## src/rtl/ufc_defines.vh

```
`ifndef UFC_DEFINES_VH
`define UFC_DEFINES_VH
`define UFC_REG_ADDR      8'ha9
`define UFC_RESET_VAL     8'h0c
`define UFC_BIT_MCE       7
`define UFC_BIT_PT_HI     6
`define UFC_BIT_PT_LO     5
`define UFC_BIT_PE        4
`define UFC_BIT_DL_HI     3
`define UFC_BIT_DL_LO     2
`define UFC_BIT_XBE       1
`define UFC_BIT_SBL       0
`define UFC_PT_ODD        2'h0
`define UFC_PT_EVEN       2'h1
`define UFC_PT_MARK       2'h2
`define UFC_PT_SPACE      2'h3
`define UFC_DIV_DEFAULT   16'h0364
`endif

```

## src/rtl/ufc_parity.v

```verilog
`timescale 1ns/1ps
`include "ufc_defines.vh"
module ufc_parity (
  input  wire [7:0] data,
  input  wire [1:0] len_sel,
  input  wire [1:0] kind,
  output reg        par
);
  reg [7:0] m;
  always @* begin
    m = data & (8'h1f | ({1'b0, {3{1'b0}}, 4'h0} ) |
        (len_sel >= 2'h1 ? 8'h20 : 8'h00) | (len_sel >= 2'h2 ? 8'h40 : 8'h00) |
        (len_sel == 2'h3 ? 8'h80 : 8'h00));
    case (kind)
      `UFC_PT_ODD:  par = ~(^m);
      `UFC_PT_EVEN: par = ^m;
      `UFC_PT_MARK: par = 1'b1;
      default:      par = 1'b0;
    endcase
  end
endmodule

```

## src/rtl/ufc_top.v

```verilog
// Function
// - Receive-complete needs the first stop bit one; multiprocessor mode also needs extra-bit enable and extra bit one.
// - Parity kind field: 00 odd, 01 even, 10 mark, 11 space.
// - Parity enable adds parity on transmit and checks it on receive.
// - Length field sets 5, 6, 7 or 8 data bits.
// - Extra-bit enable appends software extra bit after data.
// - Long stop gives two bit times, or 1.5 for five bits.
`timescale 1ns/1ps
`include "ufc_defines.vh"
module ufc_top #(
  parameter [15:0] BIT_DIV = `UFC_DIV_DEFAULT
) (
  input  wire       clock,
  input  wire       rst,
  input  wire [7:0] sfr_addr,
  input  wire [7:0] sfr_wdata,
  input  wire       sfr_wr,
  input  wire       sfr_rd,
  output reg  [7:0] sfr_rdata,
  input  wire [7:0] tx_data,
  input  wire       tx_appended_bit_value,
  input  wire       tx_start,
  output reg        tx_busy,
  output reg        txd,
  input  wire       rxd,
  output reg  [7:0] rx_data,
  output reg        rx_appended_bit,
  output reg        rx_complete_flag,
  output reg        rx_parity_error,
  input  wire       rx_flag_clear
);
  localparam S_IDLE = 3'h0;
  localparam S_DATA = 3'h1;
  localparam S_PAR  = 3'h2;
  localparam S_XB   = 3'h3;
  localparam S_STOP = 3'h4;
  localparam S_STRT = 3'h5;

  reg [7:0] ctl_q;
  wire       mce  = ctl_q[`UFC_BIT_MCE];
  wire [1:0] pkind = ctl_q[`UFC_BIT_PT_HI:`UFC_BIT_PT_LO];
  wire       pe   = ctl_q[`UFC_BIT_PE];
  wire [1:0] dl   = ctl_q[`UFC_BIT_DL_HI:`UFC_BIT_DL_LO];
  wire       xbe  = ctl_q[`UFC_BIT_XBE];
  wire       sbl  = ctl_q[`UFC_BIT_SBL];

  function [3:0] nbits;
    input [1:0] s;
    begin
      nbits = {2'b00, s} + 4'h5;
    end
  endfunction

  function [2:0] stop_halves;
    input l;
    input [1:0] s;
    begin
      stop_halves = !l ? 3'h2 : (s == 2'h0 ? 3'h3 : 3'h4);
    end
  endfunction

  always @(posedge clock) begin
    if (rst) begin
      ctl_q <= `UFC_RESET_VAL;
      sfr_rdata <= 8'h00;
    end else begin
      if (sfr_wr && sfr_addr == `UFC_REG_ADDR)
        ctl_q <= sfr_wdata & 8'hdf | (sfr_wdata[5] ? 8'h20 : 8'h00);
      sfr_rdata <= (sfr_rd && sfr_addr == `UFC_REG_ADDR) ? ctl_q : 8'h00;
    end
  end

  reg [7:0] tsh_q;
  reg       txb_q;
  wire      tpar;
  ufc_parity u_tpar (
    .data    (tx_data),
    .len_sel (dl),
    .kind    (pkind),
    .par     (tpar)
  );
  reg        tpar_q;
  reg [2:0]  ts_q;
  reg [3:0]  tcnt_q;
  reg [15:0] tdiv_q;
  wire [15:0] half = {1'b0, BIT_DIV[15:1]};
  always @(posedge clock) begin
    if (rst) begin
      ts_q <= S_IDLE;
      txd <= 1'b1;
      tx_busy <= 1'b0;
      tsh_q <= 8'h00;
      txb_q <= 1'b0;
      tpar_q <= 1'b0;
      tcnt_q <= 4'h0;
      tdiv_q <= 16'h0000;
    end else if (ts_q == S_IDLE) begin
      txd <= 1'b1;
      if (tx_start) begin
        tsh_q <= tx_data;
        txb_q <= tx_appended_bit_value;
        tpar_q <= tpar;
        ts_q <= S_STRT;
        tx_busy <= 1'b1;
        txd <= 1'b0;
        tdiv_q <= BIT_DIV - 16'h0001;
      end
    end else if (tdiv_q != 16'h0000) begin
      tdiv_q <= tdiv_q - 16'h0001;
    end else begin
      tdiv_q <= BIT_DIV - 16'h0001;
      case (ts_q)
        S_STRT: begin
          ts_q <= S_DATA;
          tcnt_q <= nbits(dl) - 4'h1;
          txd <= tsh_q[0];
          tsh_q <= {1'b0, tsh_q[7:1]};
        end
        S_DATA: begin
          if (tcnt_q != 4'h0) begin
            tcnt_q <= tcnt_q - 4'h1;
            txd <= tsh_q[0];
            tsh_q <= {1'b0, tsh_q[7:1]};
          end else if (pe) begin
            ts_q <= S_PAR;
            txd <= tpar_q;
          end else if (xbe) begin
            ts_q <= S_XB;
            txd <= txb_q;
          end else begin
            ts_q <= S_STOP;
            txd <= 1'b1;
            tcnt_q <= {1'b0, stop_halves(sbl, dl)} - 4'h1;
            tdiv_q <= half - 16'h0001;
          end
        end
        S_PAR: begin
          if (xbe) begin
            ts_q <= S_XB;
            txd <= txb_q;
          end else begin
            ts_q <= S_STOP;
            txd <= 1'b1;
            tcnt_q <= {1'b0, stop_halves(sbl, dl)} - 4'h1;
            tdiv_q <= half - 16'h0001;
          end
        end
        S_XB: begin
          ts_q <= S_STOP;
          txd <= 1'b1;
          tcnt_q <= {1'b0, stop_halves(sbl, dl)} - 4'h1;
          tdiv_q <= half - 16'h0001;
        end
        S_STOP: begin
          if (tcnt_q != 4'h0) begin
            tcnt_q <= tcnt_q - 4'h1;
            tdiv_q <= half - 16'h0001;
          end else begin
            ts_q <= S_IDLE;
            tx_busy <= 1'b0;
          end
        end
        default: ts_q <= S_IDLE;
      endcase
    end
  end

  reg rx_m_q;
  reg rx_s_q;
  always @(posedge clock) begin
    if (rst) begin
      rx_m_q <= 1'b1;
      rx_s_q <= 1'b1;
    end else begin
      rx_m_q <= rxd;
      rx_s_q <= rx_m_q;
    end
  end

  reg [2:0]  rs_q;
  reg [3:0]  rcnt_q;
  reg [15:0] rdiv_q;
  reg [7:0]  rsh_q;
  reg        rpar_q;
  reg        rxb_q;
  wire [7:0] rjust = rsh_q >> (4'h8 - nbits(dl));
  wire       rexp;
  ufc_parity u_rpar (
    .data    (rjust),
    .len_sel (dl),
    .kind    (pkind),
    .par     (rexp)
  );
  wire frame_done = (rs_q == S_STOP) && (rdiv_q == 16'h0000);
  wire ok = rx_s_q && (!mce || (xbe && rxb_q));
  always @(posedge clock) begin
    if (rst) begin
      rs_q <= S_IDLE;
      rcnt_q <= 4'h0;
      rdiv_q <= 16'h0000;
      rsh_q <= 8'h00;
      rpar_q <= 1'b0;
      rxb_q <= 1'b1;
      rx_data <= 8'h00;
      rx_appended_bit <= 1'b0;
      rx_complete_flag <= 1'b0;
      rx_parity_error <= 1'b0;
    end else begin
      // Set wins over a clear in the same cycle
      if (frame_done && ok) begin
        rx_complete_flag <= 1'b1;
        rx_data <= rjust;
        rx_appended_bit <= rxb_q;
        rx_parity_error <= pe && (rpar_q != rexp);
      end else if (rx_flag_clear) begin
        rx_complete_flag <= 1'b0;
      end
      if (rs_q == S_IDLE) begin
        rxb_q <= 1'b1;
        if (!rx_s_q) begin
          rs_q <= S_STRT;
          rdiv_q <= half;
        end
      end else if (rdiv_q != 16'h0000) begin
        rdiv_q <= rdiv_q - 16'h0001;
      end else begin
        rdiv_q <= BIT_DIV - 16'h0001;
        case (rs_q)
          S_STRT: begin
            if (rx_s_q) begin
              rs_q <= S_IDLE;
            end else begin
              rs_q <= S_DATA;
              rcnt_q <= nbits(dl);
            end
          end
          S_DATA: begin
            if (rcnt_q != 4'h0) begin
              rcnt_q <= rcnt_q - 4'h1;
              rsh_q <= {rx_s_q, rsh_q[7:1]};
              if (rcnt_q == 4'h1)
                rs_q <= pe ? S_PAR : (xbe ? S_XB : S_STOP);
            end
          end
          S_PAR: begin
            rpar_q <= rx_s_q;
            rs_q <= xbe ? S_XB : S_STOP;
          end
          S_XB: begin
            rxb_q <= rx_s_q;
            rs_q <= S_STOP;
          end
          S_STOP: rs_q <= S_IDLE;
          default: rs_q <= S_IDLE;
        endcase
      end
    end
  end
endmodule

```

## config.mk

```make
export PLATFORM = sky130hd
export DESIGN_NAME = ufc_top
export DESIGN_NICKNAME = d
export VERILOG_FILES = /design/src/rtl/ufc_parity.v /design/src/rtl/ufc_top.v
export VERILOG_INCLUDE_DIRS = /design/src /design/src/rtl
export SDC_FILE = /design/constraint.sdc
export NUM_CORES = 1
export LEC_CHECK = 0
export BUFFER_PORTS_ARGS = -buffer_cell sky130_fd_sc_hd__buf_2
export CORE_MARGIN = 2
export CORE_UTILIZATION = 45
export CTS_BUF_LIST = sky130_fd_sc_hd__clkbuf_8
export CTS_CLUSTER_SIZE = 10
export DETAILED_ROUTE_END_ITERATION = 8
export PLACE_DENSITY = 0.74
export SKIP_CTS_REPAIR_TIMING = 1
export SYNTH_ARGS = -nofsm -noshare
export SYNTH_HDL_FRONTEND = slang
export SYNTH_SLANG_ARGS = --single-unit
```

## constraint.sdc

```tcl
create_clock -name clock -period 3.9 [get_ports clock]
set_input_delay 0.39 -clock clock [delete_from_list [all_inputs] [get_ports clock]]
set_output_delay 0.39 -clock clock [all_outputs]
set_load 0.03 [all_outputs]
```

# Yosys cells after proc, flatten, opt, wreduce, memory -nomap -nowiden
# Cells that the tools add are included.
[totals] regBits=97 wordCells=175
[classes] magnitude_cmp=2 bitwise_logic=12 reduce_logical=39 add_sub_neg=8 mux=61 n_shift=1 n_eq_ne=30
[ops] operator="16-bit 2-to-1 mux" count=6
[ops] operator="3-bit 2-to-1 mux" count=14
[ops] operator="10-bit 2-to-1 mux" count=4
[ops] operator="8-bit 2-to-1 mux" count=5
[ops] operator="10-bit one-hot mux with 4 select lines" count=1
[ops] operator="16-bit nonzero test" count=2
[ops] operator="16-bit by 1-bit subtractor with 16-bit output, second input constant" count=2
[ops] operator="4-bit 2-to-1 mux" count=6
[ops] operator="4-bit one-hot mux with 5 select lines" count=1
[ops] operator="4-bit AND reduction" count=5
[ops] operator="3-bit inequality test, second input constant" count=6
[ops] operator="8-bit AND" count=2
[ops] operator="16-bit logical NOT" count=1
[ops] operator="2-bit inequality test, second input constant" count=8
[ops] operator="8-bit OR" count=2
[ops] operator="8-bit one-hot mux with 2 select lines" count=1
[ops] operator="8-bit parity" count=2
[ops] operator="3-bit one-hot mux with 5 select lines" count=1
[ops] operator="1-bit 2-to-1 mux" count=14
[ops] operator="3-bit by 2-bit == test with 1-bit output, second input constant" count=4
[ops] operator="3-bit == test, second input constant" count=4
[ops] operator="6-bit 2-to-1 mux" count=2
[ops] operator="3-bit one-hot mux with 4 select lines" count=1
[ops] operator="4-bit by 1-bit subtractor with 4-bit output, second input constant" count=3
[ops] operator="other kinds (31)" count=56

# Depth between registers and ports, before layout
# Gate-level depths: netlist (run 1).
[logic_depth] word_depth=10 mapped_depth=11

# Cells and area by module
# From an unflattened synthesis (run 1), not the netlist that was laid out.
[unflattened] hier_cells=644 area_unflattened_um2=5440.2
[by_module_without_submodules] module="ufc_top" cells_each=618 area_per_inst_um2=5172.5 instances=1 seq_area_each_um2=1941.9
[by_module_without_submodules] module="ufc_parity" cells_each=13 area_per_inst_um2=133.9 instances=2 seq_area_each_um2=0.0

# Worst setup path before layout (run 1)
# Ideal clock, no wire load.
[synth_timing] kind="flip-flop to flip-flop" from="reg ctl_q[2]" to="reg rx_parity_error" setup_slack_ns=1.111 setup_time_ns=0.137 path_stages_with_launch=12 t_arrival_ns=2.652 required_ns=3.763 cell_sequence="dfxtp_1 -> buf_2 -> inv_1 -> ha_1 -> buf_4 -> mux4_2 -> xnor2_1 -> nor2_1 -> xnor3_1 -> xnor2_1 -> mux2i_1 -> a221oi_1"
[synth_between] elab_chain_len=10 elab_cells_between_ends=17 classes_between="add/sub: 2; order compare: 2; eq/ne: 2; shift: 1; mux: 4; bitwise: 4; reduce/logical: 2"
[synth_lines] item="from (decl)" line_no="ufc_top.v:39" source="reg [7:0] ctl_q;"
[synth_lines] item="from (signal assigned)" line_no="ufc_top.v:64" source="ctl_q <= `UFC_RESET_VAL;"
[synth_lines] item="from (signal assigned)" line_no="ufc_top.v:68" source="ctl_q <= sfr_wdata & 8'hdf | (sfr_wdata[5] ? 8'h20 : 8'h00);"
[synth_lines] item="parallel branches: the longest is 4 deep, another holds 2-bit by 3-bit adder with 4-bit output"
[synth_lines] item="8-bit AND (*)" line_no="ufc_parity.v:11" source="m = data & (8'h1f | ({1'b0, {3{1'b0}}, 4'h0} ) |"
[synth_lines] item="8-bit parity (*)" line_no="ufc_parity.v:15, ufc_parity.v:16"
[synth_lines] item="1-bit NOT" line_no="ufc_parity.v:15" source="`UFC_PT_ODD: par = ~(^m);"
[synth_lines] item="1-bit one-hot mux with 3 select lines (*)" line_no="ufc_parity.v:14" source="case (kind)"
[synth_lines] item="1-bit inequality test (*)" line_no="ufc_top.v:214" source="rx_parity_error <= pe && (rpar_q != rexp);"
[synth_lines] item="1-bit logical AND (*)" line_no="ufc_top.v:214"
[synth_lines] item="to (signal assigned)" line_no="ufc_top.v:214"
[synth_lines] item="to (decl)" line_no="ufc_top.v:29" source="output reg rx_parity_error,"
# Mark *: on every way between the ends.
# A chain may end at the register's enable or synchronous reset.

# Final worst setup path (run 1)
[layout_timing] from="reg ctl_q[3]" to="reg rx_parity_error"
# The elaborated chain is that of the path after synthesis.

==> metrics, run 1 <==
status=finished, final reports clean; largest net degree at the start of global routing=87; Cell Rows=39; Critical-path top delay cell=ha_1; multi-input logic area=roughly 3200 sq um; Reg2Reg Setup Slack=960 ps; arrival time of the worst setup path=3160 ps; htree depth=3; Final Hold Viols=0; flip-flop and latch area=1940 sq um; Worst Setup Path Type=reg -> reg; TritonCTS clock tree=built; initial antenna violation count=0; vias=4704; Root Buffer=clkbuf_8; Power Density=693 nW/um^2; Required @ worst endpoint=4120 ps; CP Buf/Inv Count=1; setup TNS=0 ps; Worst-Margin Slew=1100 ps; worst reg-to-reg path cell count=9; fin area=5890 sq um; Synth Instances=643; Crit. End Element=flop; fmax=roughly 340 MHz; placed wire-length estimate=8.88 mm; Pins Over Slew Limit=0; chip width=approximately 110 um; Inserted Diodes=0; hold_sp=rxd; post-synthesis sequential area ratio=36.0%; die area=about 13000 sq um; predominant post-synthesis flop cell=dfxtp_1; number of synthesized flops with an enable pin=0; ys async rst share=0%; CTS max path bufs=2; max-capacitance violation count=0; synthesized flop and latch total=97; Syn Nets=688; Final period util=75.4%; RSZ-0062 raised after global routing=false; Area Growth Syn to Fin=9.21%; Static Leak=0.00236 uW; Reg clk slew, reported paths=110 ps; drt total wl=12.4 mm; DIE HEIGHT=113 um; YS warnings=0; syn avg cell area=8.39 sq um; drt wl/cell=15.1 um; core area=11600 sq um; vias in the first global route=between 4000 and 5000; # IOs=53; gpl congestion=0.835; DR vias/cell=5.73; crit-path max FO=12; reg2reg start=ctl_q[3]; first-pass GRT wire length=20.7 mm; Final #Nets=718; total grt overflow=0; dpl cell area=5670 sq um; Clock Sinks=97; drt drc=0; Routed Antenna Nets=0; Netlist cell types=71; Worst path max stage delay=610 ps; share of cells above drive strength 1=between 15 and 20%; Iter 0 DRT Violations=approximately 360; # fillers=around 1100; Crit path max-delay family=multiplexers; worst skew pair latency=380 ps; Hold Crit Endpoint=rx_m_q; all-layer global routing usage=19.6%; Mapped Area=5400 sq um; hold path cells=2; Worst slew margin=25.7%; startpoint types=flop; cts bufs inserted=9; r2r endpoint=rx_parity_error; Initial Util=46.7%; Critical Path, Cell by Cell=inv_1 -> ha_1 -> mux4_2 -> xnor2_1 -> nor2_1 -> xnor3_1 -> xnor2_1 -> mux2i_1 -> a221oi_1; min Tclk post-route=2940 ps; endpoints failing setup=0; CP most frequent cell=xnor2_1; Min-Delay Path Class=in -> reg; skew final=16.4 ps; worst vdd rail ir drop=0.479 mV; First-pass DRT Iterations=5; IO Port Bufs=52
==> per-layer routing <==
metal	GRT usage, %	share of wire (%)	vias up
met5	0	0	-
met4	6.18	1.3	0
met3	4.46	4.4	14
met2	34.5	51	111
met1	23.8	44	2221
li1	-	-	2358
==> state kept, by name, indices dropped and copies added (netlist names), 3 cells and up <==
name,cells
ctl_q,8
rcnt_q,4
rdiv_q,16
rs_q,3
rsh_q,8
rx_data,8
sfr_rdata,8
tcnt_q,4
tdiv_q,16
ts_q,3
tsh_q,8
==> metrics by stage <==
step	std cells	hold WS (ps)	setup WS [ps]	power (uW)	util, %
floorplan	643	389	1110	3010	-
global placement	805	393	1100	3270	49.0
detailed placement	805	397	968	3340	49.0
CTS	821	175	935	4080	50.9
global route	821	178	639	4420	50.9
finish	821	192	959	4080	50.9
==> worst max-delay path by stage <==
| stage | startpoint | end | cells past startpoint |
|---|---|---|---|
| finish | ctl_q[3] | rx_parity_error | 9 |
| global route | ctl_q[3] | rx_parity_error | 9 |
| CTS | ctl_q[3] | rx_parity_error | 9 |
| detailed placement | ctl_q[3] | rx_parity_error | 9 |
| global placement | ctl_q[3] | rx_parity_error | 9 |
| floorplan | ctl_q[2] | rx_parity_error | 11 |
==> report_power, final <==
group          total (uW)  leakage (uW)  internal (uW)  switching [uW]
clock                 740      0.000110            368             373
combinational        1940       0.00146            765            1180
sequential           1400      0.000789           1180             222
total                4080       0.00236           2310            1770
==> synthesized netlist by cell type (6+ instances only) <==
cell | count | area [sq um]
a211oi_1 | 15 | 113
a21oi_1 | 58 | 290
a311oi_1 | 10 | 87.6
a31oi_1 | 9 | 56.3
and2_1 | 10 | 62.6
clkbuf_1 | 23 | 86.3
dfxtp_1 | 97 | 1940
ha_1 | 13 | 163
inv_1 | 17 | 63.8
mux2i_1 | 31 | 310
nand2_1 | 42 | 158
nand2b_1 | 13 | 81.3
nand3_1 | 14 | 70.1
nand3b_1 | 6 | 45.0
nor2_1 | 94 | 353
nor2b_1 | 8 | 50.1
nor3_1 | 19 | 95.1
o21ai_0 | 34 | 170
or3_1 | 11 | 68.8
xnor2_1 | 13 | 114
==> cells by family after synthesis <==
family / Yosys count / share of synthesized area (%)
buf+inv: 56 / 5.24
simple gates: 259 / 25.1
compound gates: 161 / 18.7
xor+xnor: 20 / 3.90
mux: 37 / 8.05
flops: 97 / 36.0
fa+ha+maj: 13 / 3.01
==> placed cells by master, fill, tap and decap left out, types with 4 or more instances in the layout <==
cell      count
a211oi_1     15
a21oi_1      58
a22oi_1       5
a311oi_1     10
a31oi_1       9
and2_1       10
buf_2        52
buf_4         6
clkbuf_8      9
dfxtp_1      97
ha_1         13
inv_1        17
mux2i_1      31
mux4_2        5
nand2_1      42
nand2b_1     13
nand3_1      14
nand3b_1      6
nor2_1       94
nor2b_1       8
nor3_1       18
nor3b_1       5
nor4_1        4
o21ai_0      34
o31ai_1       5
or2_2         5
or3_1        11
xnor2_1      13
xor2_1        4
==> final cells by class <==
class | count | area share, %
clock buffer | 9 | 2.10
tap | 143 | 3.04
timing repair buffer | 58 | 5.18
multi-input combinational | 490 | 53.9
inverter | 17 | 1.08
sequential | 97 | 33.0
clock inverter | 7 | 1.74
Note: power is estimated with default switching activity, not from simulation.
==> run 2, diff against run 1 <==
- clock period: 3.9 -> 3.1 ns (I/O delays scaled with it)
==> metrics, run 2 (synthesized netlist as in run 1, its figures left out) <==
first-pass GRT wire length=21.5 mm; CP most frequent cell=xnor2_1; Critical-path top delay cell=ha_1; Min-Delay Path Class=in -> reg; all-layer global routing usage=20.5%; vias=4842; placed wire-length estimate=9.11 mm; setup TNS=0 ps; largest registers=rdiv_q (16), tdiv_q (16); gpl congestion=0.880; Cell Rows=39; commonest non-fill, non-tap cell in the layout=dfxtp_1; Power Density=roughly 850 nW/um^2; Routed Antenna Nets=0; Final period util=around 90%; worst skew pair latency=380 ps; Inserted Diodes=0; min Tclk post-route=2800 ps; initial antenna violation count=0; Critical Path, Cell by Cell=inv_1 -> ha_1 -> mux4_2 -> xnor2_1 -> nor2_1 -> xnor3_1 -> xnor2_1 -> mux2i_1 -> a221oi_1; drt drc=0; TritonCTS clock tree=built; Root Buffer=clkbuf_8; Worst slew margin=roughly 40%; IO Port Bufs=between 50 and 60; Pins Over Slew Limit=0; crit-path max FO=12; Iter 0 DRT Violations=about 340; endpoints failing setup=0; Initial Util=46.7%; Net Sw Frac=44.3%; arrival time of the worst setup path=3020 ps; startpoint types=flop; Worst Setup Path Type=reg -> reg; switching power=2210 uW; Clock Sinks=97; drt wl/cell=15.5 um; DIE HEIGHT=113 um; Crit path max-delay family=multiplexers; core area=11600 sq um; RSZ-0062 raised after global routing=false; First-pass DRT Iterations=6; DR vias/cell=approximately 5.9; Worst path max stage delay=600 ps; share of cells above drive strength 1=roughly 15%; Reg power frac=a little over a third; vias in the first global route=4606; most frequent cells in the layout=dfxtp_1 (97), nor2_1 (94), a21oi_1 (58); largest net degree at the start of global routing=87; worst vdd rail ir drop=0.654 mV; CTS max path bufs=2; max-capacitance violation count=0; Required @ worst endpoint=3320 ps; drt total wl=~13 mm; chip width=~110 um; htree depth=3; status=finished, final reports clean; # IOs=between 50 and 60; Util after Layout=50.7%; Crit. End Element=flop; total grt overflow=0; power share of the combinational group=49.7%; Area Growth Syn to Fin=8.63%; Reg clk slew, reported paths=90 ps; final total power=roughly 5000 uW; CP Buf/Inv Count=1; # fillers=1099; clock share of power=roughly 15%; internal power=2780 uW; Final #Nets=721; Static Leak=0.00236 uW; Final Hold Viols=0; worst hold margin=~120 ps; skew final=between 15 and 20 ps; Worst-Margin Slew=887 ps; fmax=357 MHz; die area=~13000 sq um; cts bufs inserted=9
## run 2: metal layers
layer | GRT usage, % | vias up | wire length [um]
met5 | 0 | - | 0
met4 | 8.13 | 0 | 316
met3 | 4.20 | 21 | 540
met2 | 36.4 | 103 | 6420
met1 | 24.3 | 2352 | 5480
li1 | - | 2366 | -
## run 2: final timing paths
kind | start | to | slack, ps | depth (start not counted)
setup / recovery | ctl_q[2] | rx_parity_error | 300 | 9
hold / removal | rxd | rx_m_q | 120 | 2
setup reg to reg | ctl_q[2] | rx_parity_error | 300 | 9
hold reg to reg | rx_m_q | rx_s_q | 420 | 1
## run 2: area by class of cell
cell class	count	area, sq um	share of cell area [%]
multi-input cells	490	3180	54.2
well taps	143	179	3.05
flip-flops and latches	97	1940	33.1
clock buffers	11	151	2.58
repair buffers	61	328	5.59
inverters	17	63.8	1.09
clock inverters	4	21.3	0.363
## run 2: through the flow
stage | area, sq um | worst slack [ps] | std cells
CTS | 5860 | 305 | 823
global route | 5860 | 113 | 823
floorplan | 5400 | 311 | 643
detailed placement | 5690 | 326 | 808
finish | 5860 | 299 | 823
global placement | 5690 | 419 | 808
## run 2: power groups by stage
stage	combinational, uW	clock [uW]	sequential (uW)
floorplan	2090	0	1690
global placement	2380	0	1760
detailed placement	2450	0	1770
CTS	2480	775	1740
global route	2790	825	1790
finish	2480	758	1750
==> run 3, diff against run 2 <==
- CAP_MARGIN: unset -> 20
- SETUP_SLACK_MARGIN: unset -> 0.3
==> metrics, run 3 (synthesized netlist as in run 1, its figures left out) <==
worst vdd rail ir drop=around 0.65 mV; Root Buffer=clkbuf_8; skew final=15.6 ps; Crit. End Element=flop; setup TNS=0 ps; TritonCTS clock tree=built; Power Density=848 nW/um^2; CTS max path bufs=2; First-pass DRT Iterations=4; commonest non-fill, non-tap cell in the layout=dfxtp_1; DR vias/cell=approximately 5.8; Inserted Diodes=0; top layer used by detailed routing=met4; vias in the first global route=4606; Initial Util=roughly 47%; Clock Sinks=97; Final #Nets=between 700 and 800; most frequent cells in the layout=dfxtp_1 (97), nor2_1 (94), a21oi_1 (58); Worst-Margin Slew=887 ps; drt total wl=12.8 mm; end point of the critical path=rx_parity_error; worst hold margin=112 ps; largest registers=rdiv_q (16), tdiv_q (16); die area=12900 sq um; Min-Delay Path Class=in -> reg; Cell Rows=39; arrival time of the worst setup path=approximately 2800 ps; cts bufs inserted=9; Required @ worst endpoint=3330 ps; DIE HEIGHT=113 um; Routed Antenna Nets=0; endpoints failing setup=0; RSZ-0062 raised after global routing=false; total grt overflow=0; placed wire-length estimate=9.11 mm; initial antenna violation count=0; M1 wire length=5.47 mm; max-capacitance violation count=0; reg2reg start=ctl_q[2]; worst skew pair latency=380 ps; chip width=about 110 um; Area Growth Syn to Fin=9.11%; worst setup path start=ctl_q[2]; Pins Over Slew Limit=0; first-pass GRT wire length=between 20 and 25 mm; # fillers=1097; Worst slew margin=around two fifths; gpl congestion=between 0.8 and 0.9; min Tclk post-route=2620 ps; Met2 Routed Length=6.40 mm; Reg clk slew, reported paths=90 ps; core area=approximately 12000 sq um; IO Port Bufs=52; Reg2Reg Setup Slack=480 ps; # IOs=53; htree depth=3; Final Hold Viols=0; Iter 0 DRT Violations=324; fmax=382 MHz; largest net degree at the start of global routing=between 80 and 90; startpoint types=flop; all-layer global routing usage=20.5%; r2r endpoint=rx_parity_error; met3 wire len=612 um; worst reg-to-reg path cell count=9; drt wl/cell=15.5 um; drt drc=0; Worst Setup Path Type=reg -> reg; crit-path max FO=16; vias=4812; Final period util=84.4%; status=finished, final reports clean; share of cells above drive strength 1=about 16%; Static Leak=roughly 0.0024 uW
run 3: cell types whose count changed in the layout (fill, tap and decap cells not counted):
cell and delta:
ha_1 -2, ha_2 +1, ha_4 +1, xnor2_2 -1, xnor2_4 +1
run 3: how the worst min path moves through the flow:
stage | start | to | cells past startpoint
floorplan | rx_m_q | rx_s_q | 1
global placement | rx_m_q | rx_s_q | 1
detailed placement | rx_m_q | rx_s_q | 1
CTS | rxd | rx_m_q | 2
global route | rxd | rx_m_q | 2
finish | rxd | rx_m_q | 2
run 3: worst max-delay path, cell delays in order (launching register included):
cell and delay (ps):
dfxtp_1 330, buf_4 190, ha_1 310, xnor2_4 300, o221ai_1 200, xor2_1 190, xnor3_1 430, xnor2_1 210
mux2i_1 210, a221oi_1 90
run 3: cell type report:
cell class                 instances  area, sq um  share of cell area, %
multi-input combinational        490         3200                   54.4
sequential                        97         1940                   33.0
timing repair buffer              61          328                   5.57
tap                              143          179                   3.04
clock buffer                      11          151                   2.57
inverter                          17         63.8                   1.08
clock inverter                     4         21.3                  0.361
run 3: per-layer routing:
metal / vias up / track usage, %
met5: - / 0
met4: 0 / 8.13
met3: 21 / 4.20
met2: 113 / 36.4
met1: 2310 / 24.3
li1: 2368 / -
run 3: per-stage QoR:
| stage | cells | util [%] | setup slack [ps] | total power (uW) | area [sq um] |
|---|---|---|---|---|---|
| floorplan | 643 | - | 311 | 3780 | 5400 |
| global placement | 808 | 49.2 | 419 | 4130 | 5690 |
| detailed placement | 808 | 49.2 | 326 | 4220 | 5690 |
| CTS | 823 | 50.7 | 305 | 5000 | 5860 |
| global route | 823 | 50.9 | 305 | 5410 | 5890 |
| finish | 823 | 50.9 | 484 | 4990 | 5890 |
run 3: where the power goes:
| group | internal (uW) | total [uW] | switching [uW] |
|---|---|---|---|
| clock network | 326 | 754 | 428 |
| registers | 1480 | 1750 | 269 |
| logic | 973 | 2480 | 1510 |
| total | 2780 | 4990 | 2210 |
